`src/pkg/prescaler_pkg.sv`:
```
// constants shared by the serial unit clock prescaler and its tick divider
// assumes one system clock (ref_clk, 20 MHz) and software on a plain port
package prescaler_pkg;
   // register port shape, channel count, code and divider widths
   localparam int unsigned ADDR_W    = 3;
   localparam int unsigned DATA_W    = 16;
   localparam int unsigned CH_NUM    = 4;
   localparam int unsigned CODE_W    = 4;
   localparam int unsigned DIV_W     = 11;

   // register offsets on the plain port
   localparam logic [2:0] PRESCALE_OFS = 3'h0;
   localparam logic [2:0] CKSRC_OFS    = 3'h1;
   localparam logic [2:0] START_OFS    = 3'h2;
   localparam logic [2:0] STOP_OFS     = 3'h3;
   localparam logic [2:0] STATUS_OFS   = 3'h4;
   localparam logic [2:0] CLKOUT_OFS   = 3'h5;
   localparam logic [2:0] FAULT_OFS    = 3'h6;

   // divider code meaning
   localparam logic [3:0] CODE_DIV_MAX = 4'hB;
   localparam logic [3:0] CODE_TIMER   = 4'hF;

   // values after reset
   localparam logic [7:0]  PRESCALE_RST = 8'h00;
   localparam logic [3:0]  CKSRC_RST    = 4'h0;
   localparam logic [3:0]  RUN_RST      = 4'h0;
   localparam logic [3:0]  CLKOUT_RST   = 4'hF;
   localparam logic [10:0] DIV_CNT_RST  = 11'h000;
endpackage : prescaler_pkg

```
`src/pkg/prescaler_if.sv`:
```
// carrier between the prescaler control and the tick divider
// assumes both ends run on the same clock
`timescale 1ns/100ps
`default_nettype none
interface prescaler_if;
   logic [3:0] code_low;
   logic [3:0] code_high;
   logic       timer_tick;
   logic       tick_low;
   logic       tick_high;

   modport ctrl (output code_low, output code_high, output timer_tick,
                 input tick_low, input tick_high);
   modport div  (input code_low, input code_high, input timer_tick,
                 output tick_low, output tick_high);
endinterface : prescaler_if
`default_nettype wire

```
`src/verilog/prescale_tick_gen.sv`:
```
// power-of-two tick divider for the two prescaler codes
// assumes codes are held steady by software while channels are running
`timescale 1ns/100ps
`default_nettype none
module prescale_tick_gen
   import prescaler_pkg::*;
#(
   parameter bit TIMER_OK = 1'b1
) (
   input  wire logic  ref_clk,
   input  wire logic  rst,
   prescaler_if.div   pif
);

   logic [DIV_W-1:0] div_cnt_reg;

   ////////////////////////////////////////////////////////////////////////
   // free-running count; one counter serves both codes so ticks stay aligned
   always_ff @(posedge ref_clk or posedge rst) begin
      if (rst) begin
         div_cnt_reg <= DIV_CNT_RST;
      end else begin
         div_cnt_reg <= div_cnt_reg + DIV_W'(1);
      end
   end

   // code k gives one tick every 2^k cycles, all ones picks the timer pulse
   function automatic logic tick_for(input logic [3:0] code,
                                     input logic [DIV_W-1:0] cnt,
                                     input logic ttick);
      logic [DIV_W-1:0] mask;
      mask = (DIV_W'(1) << code) - DIV_W'(1);
      if (code <= CODE_DIV_MAX) begin
         tick_for = ((cnt | ~mask) == {DIV_W{1'b1}});
      end else if (code == CODE_TIMER) begin
         tick_for = TIMER_OK & ttick;
      end else begin
         tick_for = 1'b0;
      end
   endfunction : tick_for

   assign pif.tick_low  = tick_for(pif.code_low, div_cnt_reg, pif.timer_tick);
   assign pif.tick_high = tick_for(pif.code_high, div_cnt_reg, pif.timer_tick);

   // code must hold for two cycles, else a rewrite mid-pattern trips it
   a_div_by_two: assert property (@(posedge ref_clk) disable iff (rst)
      (pif.code_low == 4'h1 ##1 pif.code_low == 4'h1)
      |-> pif.tick_low != $past(pif.tick_low))
      else $error("divide-by-two tick pattern broken");

endmodule : prescale_tick_gen
`default_nettype wire

```
`src/verilog/serial_unit_clock_prescaler.sv`:
```
// operation-clock prescaler and channel run status for one serial unit
// assumes a plain register port on ref_clk and protocol engines outside
//
// Chosen here: the placing of the registers and the plain strobed port.
`timescale 1ns/100ps
`default_nettype none
// Function
// - status bit 1 means channel enabled, 0 stopped; unit 2 bits 2,3 invalid
// - channel pick bit selects low or high code; code k divides by 2^k
// - all-ones code picks timer pulse in unit 0; 12-14, and all ones outside unit 0, forbidden
// - unit 0 may run from the timer pulse made off the sub clock
// - start write sets status bits, stop write clears them
// - running channel ignores clock-out bit writes; engine drives the pin
// - reset clears the whole status register
module serial_unit_clock_prescaler
   import prescaler_pkg::*;
#(
   parameter int unsigned UNIT_INDEX = 0
) (
   input  wire logic              ref_clk,
   input  wire logic              rst,
   input  wire logic [ADDR_W-1:0] reg_addr,
   input  wire logic [DATA_W-1:0] reg_wdata,
   input  wire logic              reg_wr,
   input  wire logic              reg_rd,
   output logic      [DATA_W-1:0] reg_rdata,
   input  wire logic              timer2_tick_pulse,
   input  wire logic [CH_NUM-1:0] comm_clk_drive,
   output logic      [CH_NUM-1:0] operation_clock,
   output logic      [CH_NUM-1:0] serial_clk_pin,
   output logic      [CH_NUM-1:0] channel_run_status,
   output logic                   all_stopped,
   output logic                   code_fault
);

   localparam bit TIMER_OK = (UNIT_INDEX == 0);
   // unit 2 only has two channels worth reporting
   localparam logic [3:0] VALID_MASK = (UNIT_INDEX == 2) ? 4'h3 : 4'hF;

   logic [7:0]        prescaler_select_reg;
   logic [3:0]        clock_source_pick_reg;
   logic [3:0]        run_reg;
   logic [3:0]        clkout_reg;
   logic              fault_reg;
   logic              fault_next;
   logic [DATA_W-1:0] rdata_reg;
   logic [3:0]        op_clk_reg;
   logic [3:0]        pin_reg;
   logic              idle_reg;
   logic              wr_start;
   logic              wr_stop;
   logic              wr_fault;
   logic              bad_low;
   logic              bad_high;
   logic              bad_used;

   prescaler_if pif ();

   ////////////////////////////////////////////////////////////////////////
   // tick divider shared by all channels of the unit
   prescale_tick_gen #(
      .TIMER_OK (TIMER_OK)
   ) u_tick (
      .ref_clk (ref_clk),
      .rst     (rst),
      .pif     (pif)
   );

   assign pif.code_low   = prescaler_select_reg[3:0];
   assign pif.code_high  = prescaler_select_reg[7:4];
   // timer pulse arrives from logic on ref_clk, so no synchroniser
   assign pif.timer_tick = timer2_tick_pulse;

   assign wr_start = reg_wr && (reg_addr == START_OFS);
   assign wr_stop  = reg_wr && (reg_addr == STOP_OFS);
   assign wr_fault = reg_wr && (reg_addr == FAULT_OFS);

   ////////////////////////////////////////////////////////////////////////
   // prescaler codes and per-channel source pick
   always_ff @(posedge ref_clk or posedge rst) begin
      if (rst) begin
         prescaler_select_reg  <= PRESCALE_RST;
         clock_source_pick_reg <= CKSRC_RST;
      end else if (reg_wr) begin
         if (reg_addr == PRESCALE_OFS) begin
            prescaler_select_reg <= reg_wdata[7:0];
         end
         if (reg_addr == CKSRC_OFS) begin
            clock_source_pick_reg <= reg_wdata[3:0];
         end
      end
   end

   ////////////////////////////////////////////////////////////////////////
   // run status: start sets, stop clears; strobes never coincide
   always_ff @(posedge ref_clk or posedge rst) begin
      if (rst) begin
         run_reg <= RUN_RST;
      end else if (wr_start) begin
         run_reg <= run_reg | reg_wdata[3:0];
      end else if (wr_stop) begin
         run_reg <= run_reg & ~reg_wdata[3:0];
      end
   end

   ////////////////////////////////////////////////////////////////////////
   // clock-out bits: only stopped channels take the software value
   always_ff @(posedge ref_clk or posedge rst) begin
      if (rst) begin
         clkout_reg <= CLKOUT_RST;
      end else if (reg_wr && (reg_addr == CLKOUT_OFS)) begin
         clkout_reg <= (reg_wdata[3:0] & ~run_reg)
                     | (clkout_reg & run_reg);
      end
   end

   // clock pin: engine drives while running, lets start/stop be hand-made
   always_ff @(posedge ref_clk or posedge rst) begin
      if (rst) begin
         pin_reg <= CLKOUT_RST;
      end else begin
         pin_reg <= (comm_clk_drive & run_reg)
                  | (clkout_reg & ~run_reg);
      end
   end

   ////////////////////////////////////////////////////////////////////////
   // per-channel operation clock tick, one cycle late from the divider
   always_ff @(posedge ref_clk or posedge rst) begin
      if (rst) begin
         op_clk_reg <= 4'h0;
      end else begin
         for (int n = 0; n < CH_NUM; n++) begin
            op_clk_reg[n] <= clock_source_pick_reg[n] ? pif.tick_high
                                                      : pif.tick_low;
         end
      end
   end

   // forbidden code: 12..14 always, all ones outside unit 0
   function automatic logic code_bad(input logic [3:0] code);
      code_bad = (code > CODE_DIV_MAX && code != CODE_TIMER)
               || (code == CODE_TIMER && !TIMER_OK);
   endfunction : code_bad

   assign bad_low  = code_bad(prescaler_select_reg[3:0]);
   assign bad_high = code_bad(prescaler_select_reg[7:4]);
   assign bad_used = |((clock_source_pick_reg & {4{bad_high}})
                     | (~clock_source_pick_reg & {4{bad_low}}));

   ////////////////////////////////////////////////////////////////////////
   // sticky fault for a forbidden code in use; a new event beats the clear
   always_comb begin
      fault_next = fault_reg;
      if (wr_fault && reg_wdata[0]) begin
         fault_next = 1'b0;
      end
      if (bad_used) begin
         fault_next = 1'b1;
      end
   end

   always_ff @(posedge ref_clk or posedge rst) begin
      if (rst) begin
         fault_reg <= 1'b0;
      end else begin
         fault_reg <= fault_next;
      end
   end

   // idle flag lets software confirm the unit is stopped before a clock swap
   always_ff @(posedge ref_clk or posedge rst) begin
      if (rst) begin
         idle_reg <= 1'b1;
      end else begin
         idle_reg <= (run_reg == 4'h0);
      end
   end

   ////////////////////////////////////////////////////////////////////////
   // read port, data valid in the cycle after the strobe only
   always_ff @(posedge ref_clk or posedge rst) begin
      if (rst) begin
         rdata_reg <= '0;
      end else if (reg_rd) begin
         case (reg_addr)
            PRESCALE_OFS: rdata_reg <= {8'h00, prescaler_select_reg};
            CKSRC_OFS:    rdata_reg <= {12'h000, clock_source_pick_reg};
            STATUS_OFS:   rdata_reg <= {12'h000, run_reg & VALID_MASK};
            CLKOUT_OFS:   rdata_reg <= {12'h000, clkout_reg};
            FAULT_OFS:    rdata_reg <= {15'h0, fault_reg};
            default:      rdata_reg <= '0;
         endcase
      end else begin
         rdata_reg <= '0;
      end
   end

   assign reg_rdata          = rdata_reg;
   assign operation_clock    = op_clk_reg;
   assign serial_clk_pin     = pin_reg;
   assign channel_run_status = run_reg & VALID_MASK;
   assign all_stopped        = idle_reg;
   assign code_fault         = fault_reg;

   ////////////////////////////////////////////////////////////////////////
   // checks
   a_start_sets: assert property (@(posedge ref_clk) disable iff (rst)
      wr_start |=> ((run_reg & $past(reg_wdata[3:0])) == $past(reg_wdata[3:0])))
      else $error("start write did not set status");

   a_stop_clears: assert property (@(posedge ref_clk) disable iff (rst)
      wr_stop |=> ((run_reg & $past(reg_wdata[3:0])) == 4'h0))
      else $error("stop write did not clear status");

   a_reset_stopped: assert property (@(posedge ref_clk)
      rst |-> (run_reg == 4'h0 && channel_run_status == 4'h0))
      else $error("status not cleared by reset");

   a_status_read: assert property (@(posedge ref_clk) disable iff (rst)
      (reg_rd && reg_addr == STATUS_OFS)
      |=> reg_rdata == {12'h000, $past(run_reg) & VALID_MASK})
      else $error("status read data wrong");

   a_clkout_locked: assert property (@(posedge ref_clk) disable iff (rst)
      (run_reg != 4'h0)
      |=> ((clkout_reg ^ $past(clkout_reg)) & $past(run_reg)) == 4'h0)
      else $error("clock-out bit changed while running");

   a_pin_source: assert property (@(posedge ref_clk) disable iff (rst)
      (run_reg != 4'h0)
      |=> ((serial_clk_pin ^ $past(comm_clk_drive)) & $past(run_reg)) == 4'h0)
      else $error("running pin not driven by engine");

   a_code_zero: assert property (@(posedge ref_clk) disable iff (rst)
      (!clock_source_pick_reg[0] && prescaler_select_reg[3:0] == 4'h0)
      |=> operation_clock[0])
      else $error("code zero did not tick every cycle");

   a_timer_path: assert property (@(posedge ref_clk) disable iff (rst)
      (TIMER_OK && ((clock_source_pick_reg[2] ? prescaler_select_reg[7:4]
                                              : prescaler_select_reg[3:0])
                    == CODE_TIMER))
      |=> operation_clock[2] == $past(timer2_tick_pulse))
      else $error("timer pulse not passed as operation clock");

   a_bad_code: assert property (@(posedge ref_clk) disable iff (rst)
      (bad_used ##1 1'b1) |-> ##1 code_fault)
      else $error("forbidden code did not raise fault");

   c_start_stop: cover property (@(posedge ref_clk) disable iff (rst)
      wr_start ##[1:20] wr_stop);
   c_timer_clock: cover property (@(posedge ref_clk) disable iff (rst)
      operation_clock[0] && prescaler_select_reg[3:0] == 4'hF);
   c_fault_seen: cover property (@(posedge ref_clk) disable iff (rst)
      $rose(code_fault));

endmodule : serial_unit_clock_prescaler
`default_nettype wire
```
`config.mk`:
```
export PLATFORM = sky130hd
export DESIGN_NAME = serial_unit_clock_prescaler
export DESIGN_NICKNAME = d
export VERILOG_FILES = /design/src/pkg/prescaler_pkg.sv /design/src/pkg/prescaler_if.sv /design/src/verilog/prescale_tick_gen.sv /design/src/verilog/serial_unit_clock_prescaler.sv
export SDC_FILE = /design/constraint.sdc
export NUM_CORES = 1
export LEC_CHECK = 0
export BUFFER_PORTS_ARGS = -buffer_cell sky130_fd_sc_hd__buf_4
export CAP_MARGIN = 20
export CORE_MARGIN = 2
export CORE_UTILIZATION = 35
export DETAILED_ROUTE_END_ITERATION = 16
export SLEW_MARGIN = 20
export SYNTH_ARGS = -nofsm -noshare
export SYNTH_HDL_FRONTEND = slang
export SYNTH_SLANG_ARGS = --single-unit
```
`constraint.sdc`:
```
create_clock -name ref_clk -period 2.5 [get_ports ref_clk]
set_clock_uncertainty 0.15 [all_clocks]
set_input_delay 0.125 -clock ref_clk [delete_from_list [all_inputs] [get_ports ref_clk]]
set_output_delay 0.125 -clock ref_clk [all_outputs]
set_load 0.02 [all_outputs]
```
Word level (Yosys, flattened, before mapping)
Cells that the tools add are included.
{"block": "op_classes", "addsub": 3, "order_cmp": 4, "n_eq_ne": 12, "shift": 2, "n_mux": 14, "bitwise": 18, "reduce_logical": 14}
{"operator": "$pmux W8 S5", "n": 1}
{"operator": "$and A4 B4 Y4", "n": 7}
{"operator": "$eq A11 B11 Y1 const B", "n": 2}
{"operator": "$not A11 Y11", "n": 2}
{"operator": "$or A11 B11 Y11", "n": 2}
{"operator": "$shl A1 B4 Y11 const A", "n": 2}
{"operator": "$sub A11 B2 Y11 const B", "n": 2}
{"operator": "$mux W16", "n": 1}
{"operator": "$or A4 B4 Y4", "n": 4}
{"operator": "$not A4 Y4", "n": 3}
{"operator": "$add A11 B1 Y11 const B", "n": 1}
{"operator": "$mux W1", "n": 10}
{"operator": "$eq A3 B3 Y1 const B", "n": 3}
{"operator": "$eq A4 B4 Y1 const B", "n": 2}
{"operator": "$gt A4 B4 Y1 const B", "n": 2}
{"operator": "$le A4 B4 Y1 const B", "n": 2}
{"operator": "$mux W4", "n": 2}
{"operator": "$ne A4 B4 Y1 const B", "n": 2}
{"operator": "$logic_and A1 B1 Y1", "n": 7}
{"operator": "$eq A3 B2 Y1 const B", "n": 2}
{"operator": "$logic_not A4 Y1", "n": 1}
{"operator": "$reduce_and A2 Y1", "n": 2}
{"operator": "$reduce_bool A2 Y1", "n": 2}
{"operator": "$reduce_or A4 Y1", "n": 1}
{"operator": "2 further kinds", "n": 2}
{"block": "totals", "regBits": 57, "output_inout_bits": 30, "word_cells": 77}

Longest topological paths before layout
Gate-level depths: netlist (run 1).
{"block": "logic_depth", "ltp_word": 7, "depth_mapped": 12, "mapped_depth_nobuf": 9}

Modules after synthesis
A second synthesis (run 1) with hierarchy kept.
{"block": "hier_totals", "cells_unflattened": 254, "area_unflattened_um2": 2737.6}
{"mod": "serial_unit_clock_prescaler", "instances": 1, "cells_each": 119, "area_each_um2": 1657.8}
{"mod": "prescale_tick_gen", "instances": 1, "cells_each": 135, "area_each_um2": 1079.8}

Least setup slack after synthesis (run 1)
OpenSTA, ideal clock, no wires.
{"block": "synth_path", "path_type": "register to register", "startpoint": "register prescaler_select_reg[7]", "endpoint": "register op_clk_reg[0], in the netlist operation_clock[0]", "setup_time_ps": 79, "t_arrival_ps": 2331, "t_required_ps": 2271, "path_slack_ps": -61, "path_stages_with_launch": 11, "path_buffers": 1, "cell_sequence": "dfrtp_1 buf_4 nor3_1 nand2b_1 ha_1 and2_1 o211ai_1 a21oi_1 or4_1 o22a_1 mux2i_1"}
{"block": "synth_via", "elab_chain_cells": 7, "word_cells_on_any_way": 10}
{"item": "start, declared", "line": "serial_unit_clock_prescaler.sv:40", "rtl": "logic [7:0] prescaler_select_reg;"}
{"item": "start signal, assigned", "line": "serial_unit_clock_prescaler.sv:86", "rtl": "prescaler_select_reg <= reg_wdata[7:0];"}
{"item": "$shl A1 B4 Y11", "line": "prescale_tick_gen.sv:32", "rtl": "mask = (DIV_W'(1) << code) - DIV_W'(1);"}
{"item": "$sub A11 B2 Y11", "line": "prescale_tick_gen.sv:32"}
{"item": "$not A11 Y11", "line": "prescale_tick_gen.sv:34", "rtl": "tick_for = ((cnt | ~mask) == {DIV_W{1'b1}});"}
{"item": "$or A11 B11 Y11", "line": "prescale_tick_gen.sv:34"}
{"item": "$eq A11 B11 Y1", "line": "prescale_tick_gen.sv:34"}
{"item": "$mux W1 *", "line": "prescale_tick_gen.sv:33", "rtl": "if (code <= CODE_DIV_MAX) begin"}
{"item": "$mux W1 *", "line": "serial_unit_clock_prescaler.sv:134", "rtl": "op_clk_reg[n] <= clock_source_pick_reg[n] ? pif.tick_high"}
{"item": "end signal, assigned by index", "line": "serial_unit_clock_prescaler.sv:134"}
{"item": "end, declared", "line": "serial_unit_clock_prescaler.sv:47", "rtl": "logic [3:0] op_clk_reg;"}
Mark *: on every way between the ends. The rest lies on a longest branch, timed or not.
A chain may end at the register's enable or synchronous reset.

Final worst setup path (run 1)
Ends and elaborated chain as after synthesis.

==> results of run 1 <==
## layout make-up
cell class                      instances  area, um^2  area share [%]
Clock buffer                            8       90.09           2.681
Inverter                                4       15.01          0.4468
Multi-Input combinational cell        186        1304           38.79
Sequential cell                        49        1237           36.82
Tap cell                               99       123.9           3.686
Timing Repair Buffer                   73       590.6           17.57
## power breakdown
group	leakage, uW	switching [uW]	internal [uW]
logic	0.000817	393	401
registers	0.000599	108	929
clock network	0.0000455	252	226
total	0.00146	753	1560
## path summary, 6_finish.rpt
check	from	endpoint	slack (ns)
min	reg_wr	code_fault	0.03
min in group asynchronous	rst	reg_rdata[5]	0.44
min reg2reg	flop	all_stopped	0.37
max in group asynchronous	rst	serial_clk_pin[1]	1.05
max reg2reg	prescaler_select_reg[7]	operation_clock[0]	0.06
max	prescaler_select_reg[7]	operation_clock[0]	0.06
## critical path, delay by kind of cell (launching register included)
family / cells / cell delay (ns)
AO/OA/AOI/OAI: 3 / 0.55
adder cells (fa/ha/maj): 1 / 0.19
flip-flops: 1 / 0.42
multiplexers: 1 / 0.14
AND/OR/NAND/NOR: 4 / 0.90
## cell families (layout without fill, tap and decap cells)
| logic type | count (synthesis) | in the layout | synth area share (%) |
|---|---|---|---|
| and+or+nand+nor | 84 | 84 | 17.49 |
| AOI/OAI and AO/OA | 49 | 49 | 11.68 |
| DFF | 49 | 49 | 46.76 |
| muxes | 31 | 31 | 12.62 |
| buffers and inverters | 28 | 85 | 6.240 |
| xor gates and xnor gates | 11 | 11 | 3.641 |
| adders and majority gates | 3 | 3 | 1.419 |
| other | 1 | 8 | 0.1417 |
## synth_stat cells, types with 2 or more instances
cell type  count  share of area, %
a21oi_1       10               1.9
a31oi_1        7               1.7
and2_1         9               2.1
and3_1         2              0.47
buf_2          3              0.57
buf_4          9               2.6
buf_6          3               1.3
clkbuf_1       8               1.1
dfrtp_1       40                38
dfstp_2        9               8.9
ha_1           3               1.4
inv_1          4              0.57
mux2_2        19               8.1
mux2i_1       12               4.5
nand2_1       15               2.1
nand2b_1       4              0.95
nand3_1        7               1.3
nand3b_1       2              0.57
nand4_1        5               1.2
nor2_1        15               2.1
nor2b_1        3              0.71
nor3_1         7               1.3
nor3b_1        2              0.57
nor4_1         2              0.47
nor4b_1        3              0.99
o211ai_1       3              0.85
o21a_1         3              0.85
o21ai_0        9               1.7
o21bai_1       2              0.57
o22a_1         2              0.66
o22ai_1        6               1.4
or4_1          2              0.57
xnor2_1       10               3.3
## repair_timing
action	4_1_cts	5_1_grt
setup endpoints to repair	2	4
buffers inserted	0	2
hold buffers	17	0
resized for setup	2	5
endpoints found under the hold margin	64	0
## per-stage QoR
step	instances	power, uW
2_1_floorplan	263	1551
3_3_place_gp	392	1762
3_5_place_dp	392	1776
4_1_cts	417	2292
5_1_grt	419	2450
6_report	419	2309
## per-layer routing
layer / global-route usage (%) / vias up / wire length, um
li1: - / 1022 / -
met1: 19.43 / 1010 / 2705
met2: 24.44 / 40 / 2954
met3: 2.490 / 8 / 179
met4: 5.556 / 0 / 106
met5: 0 / - / 0
==> metrics, run 1 <==
status complete, no violations; period utilization 97.76%; nets@finish 350; H-tree lvl count 2; endpoint type of the worst setup path flop; leading cell type in the layout, fill and taps excluded buf_4; number of global-route vias before repair 1,967; initial antenna violation count 0; commonest non-fill, non-tap cells in the layout 56 x buf_4, 40 x dfrtp_1, 19 x mux2_2; Clock Tree Root clkbuf_8; Mapped Area around 0.0026 mm^2; depth of the most critical reg-to-reg path 9; WL/cell roughly 14 um; Final setup viols 0; number of antenna-violating nets in the routed design 0; sequential area share after synthesis between 40% and 50%; slowest CP cell dfrtp_1; initial drt markers 101; P_leak between 0.001 and 0.0015 uW; Die ar. ~0.0083 mm^2; Relative slew margins 37.23%; antenna cell count 0; CP Cell Sequence nor3_4 > nand2b_1 > ha_4 > and2_4 > o211ai_1 > a21oi_1 > or4_1 > o22a_2 > mux2i_1; port buffer count between 40 and 50; VDD IR max about 0.2 mV; Die Wd between 90 and 100 um; unrepaired setup endpoints after global routing yes; hold slack 0.03298 ns; total core area 0.007292 mm^2; GRT Total Usage ~15%; Core Util, Final 46.09%; Setup Slack @ Placement 0.01182 ns; CTS Buf Count 5; worst stage delay on the critical path approximately 0.42 ns; Clk Latency, worst-skew pair about 0.3 ns; WL final a little under 6000 um; crit path kind reg -> reg; Primary FF master, synth dfrtp_1; CTS tree done; Area Growth Syn to Fin 27.00%; Ys Warns 0; CP required approximately 2.6 ns; vias per cell between 4 and 5; GRT overflow 0; die height 90.95 um; Filler cells slightly above 700; drt pass-1 iters 4; DR vias approximately 2,100; average size of a mapped cell ~10 um^2; initial core utilization 36.29%; Synth cell types 49; DR DRC count 0; Post-DP HPWL roughly 4200 um; hold depth 4; Crit Path Max Fanout 4; Final Hold Fails 0; Syn Inst Count around 260; final setup margin about 0.056 ns; largest net degree at the start of global routing 47; pwr dens about 690 mW/mm^2; placed inst area about 0.0031 mm^2; async set-reset flop share out of synthesis between 90% and 100%; Max Slew Vio Count 0; Post-synth EDFFs 0; Worst-Margin Slew between 0.9 and 1 ns; Worst EP arrival approximately 2.5 ns; share of cells above drive strength 1 roughly a third; minimum clock period 2.444 ns; Sink Count just under 50; cell area after layout about 0.0034 mm^2; Routability Congestion 0.8049; Worst Hold Class in -> reg; flops & latches, synth ~50; setup tns final 0 ns; max cap viols 0; Critical Path Start Type flop; FP Rows 31; Ports just under 60; clk slew on worst S/H paths about 0.09 ns; first-pass GRT wire length ~9800 um; Max Fclk 409.2 MHz; Clock Tree Buf Depth 2
Power figures use the tool's default switching activity.
==> run 2, diff against run 1 <==
- CORE_MARGIN: 2 -> unset
- CTS_CLUSTER_SIZE: unset -> 8
==> run 2 against run 1 <==
Against the previous run: design area rose by 0.60%; combinational power rose by 2%; first-iteration DRC count fell by 40%; clock power fell by 1%; critical path depth did not move; largest cell class unchanged.
==> metrics, run 2 (synthesis gave the netlist of run 1 again) <==
status complete, no violations; depth of the most critical reg-to-reg path 9 (unchanged); nets@finish 355 (+1.4%); initial core utilization 36.29% (unchanged); P_leak 0.001485 uW (+1.6%); worst stage delay on the critical path 0.41 ns (about the same); period utilization 99.25% (+1.5 points); crit path kind reg -> reg; antenna cell count 0 (unchanged); number of global-route vias before repair 1,922 (-2.3%); max cap viols 0 (unchanged); placed cell count 390 (-0.51%); hold wc startpoint reg_wr; Max Slew Vio Count 0 (unchanged); clk slew on worst S/H paths 0.09 ns (about the same); Relative slew margins 40.47% (+3.2 points); number of antenna-violating nets in the routed design 0 (unchanged); commonest non-fill, non-tap cells in the layout 61 x buf_4, 40 x dfrtp_1, 19 x mux2_2; Die Wd 88.95 um (-2.2%); FF-to-FF setup slack 0.02 ns (-0.04 ns); Sink Count 49 (unchanged); DR vias 2,142 (+3.0%); unrepaired setup endpoints after global routing yes; minimum clock period 2.481 ns (+0.03712 ns); Worst Hold Class in -> reg; Die ar. 0.007912 mm^2 (-4.3%); placed inst area 0.003042 mm^2 (-0.49%); vias per cell 5.052 (+1.8%); WL final 5930 um (-0.27%); DR DRC count 0 (unchanged); CP Cell Sequence nor3_2 > nand2b_1 > ha_2 > and2_4 > o211ai_1 > a21oi_1 > or4_1 > o22a_2 > mux2i_1; Routability Congestion 0.8581 (+6.6%); initial antenna violation count 0 (unchanged); Clock Tree Root clkbuf_8; Post-DP HPWL 4028 um (-3.8%); Worst-Margin Slew 0.8917 ns (-0.04852 ns); final setup margin 0.01887 ns (-0.03712 ns); Critical Path Start Type flop; Clock Tree Buf Depth 2 (unchanged); endpoint type of the worst setup path flop; CP required 2.56 ns (about the same); port buffer count 41 (unchanged); Max Fclk 403.0 MHz (-1.5%); FP Rows 31 (unchanged); Final Hold Fails 0 (unchanged); Total Power 2314 uW (+0.22%); Crit Path Max Fanout 5 (+1); Area Growth Syn to Fin 27.75%; Final setup viols 0 (unchanged); largest net degree at the start of global routing 45 (-4.3%); cell area after layout 0.003381 mm^2 (+0.60%); slowest CP cell or4_1; pwr dens 684.6 mW/mm^2 (-0.37%); initial drt markers 61 (-40%); CTS Buf Count 5 (unchanged); first-pass GRT wire length 9473 um (-3.4%); GRT Total Usage 15.73% (+0.94 points); hold depth 4 (unchanged); GRT overflow 0 (unchanged); Hold Path End code_fault; H-tree lvl count 2 (unchanged); Final Non-Filler Cells 424 (+1.2%); share of cells above drive strength 1 32.92% (+0.74 points); total core area 0.007292 mm^2 (unchanged); Ports 58 (unchanged); CTS tree done; VDD IR max 0.2084 mV (+4.4%); WL/cell 13.99 um (-1.4%); die height 88.95 um (-2.2%); Setup Slack @ Placement -0.03048 ns (-0.04230 ns); Reg-to-Reg End operation_clock[0]; Worst EP arrival 2.54 ns (+0.02 ns); leading cell type in the layout, fill and taps excluded buf_4; RR Startpoint prescaler_select_reg[7]; drt pass-1 iters 4 (unchanged); Clk Latency, worst-skew pair 0.30 ns (about the same); Core Util, Final 46.36% (+0.27 points)
run 2: metal layers:
metal,track usage (%),part of all wire [%]
met1,20.87,46
met2,25.87,48
met3,2.678,3.3
met4,5.916,1.9
met5,0,0
run 2: critical path, delay by kind of cell (launching register included):
kind,cells,cell delay (ns)
simple gates,4,0.91
fa+ha+maj,1,0.22
compound gates,3,0.55
mux,1,0.16
flops,1,0.40
run 2: timing repair:
item	CTS	global route
pin swaps	1	2
setup buffers	9	0
setup endpoints to repair	4	4
hold endpoints to repair	64	0
gates resized for setup	2	3
hold buffers	17	0
run 2: through the flow:
stage | TNS, ns | hold slack (ns)
2_1_floorplan | 0 | 0.07202
3_3_place_gp | 0 | 0.2094
3_5_place_dp | -0.06150 | 0.2086
4_1_cts | 0 | 0.03914
5_1_grt | -0.4268 | 0.08887
6_report | 0 | 0.04430
run 2: area by class of cell:
type / instances / area (um^2)
Timing Repair Buffer: 78 / 628.1
Inverter: 4 / 15.01
Tap cell: 99 / 123.9
Multi-Input combinational cell: 186 / 1286
Clock buffer: 8 / 90.09
Sequential cell: 49 / 1237
Fill cell: 695 / 3911
run 2: worst max path at each step:
stage	start	endpoint	slack, ns	cells past startpoint
after floorplan	prescaler_select_reg[7]	operation_clock[0]	0.01	10
after global placement	prescaler_select_reg[7]	operation_clock[2]	0.03	9
after detailed placement	prescaler_select_reg[7]	operation_clock[0]	-0.03	9
after CTS	prescaler_select_reg[6]	operation_clock[0]	0.01	9
after global routing	prescaler_select_reg[7]	operation_clock[0]	-0.13	9
final	prescaler_select_reg[7]	operation_clock[0]	0.02	9
run 2: where the power goes:
| group | switching [uW] | internal [uW] | leakage (uW) |
|---|---|---|---|
| Sequential | 102 | 929 | 0.000599 |
| Clock | 245 | 226 | 0.0000455 |
| Combinational | 399 | 413 | 0.000841 |
| Total | 746 | 1570 | 0.00149 |
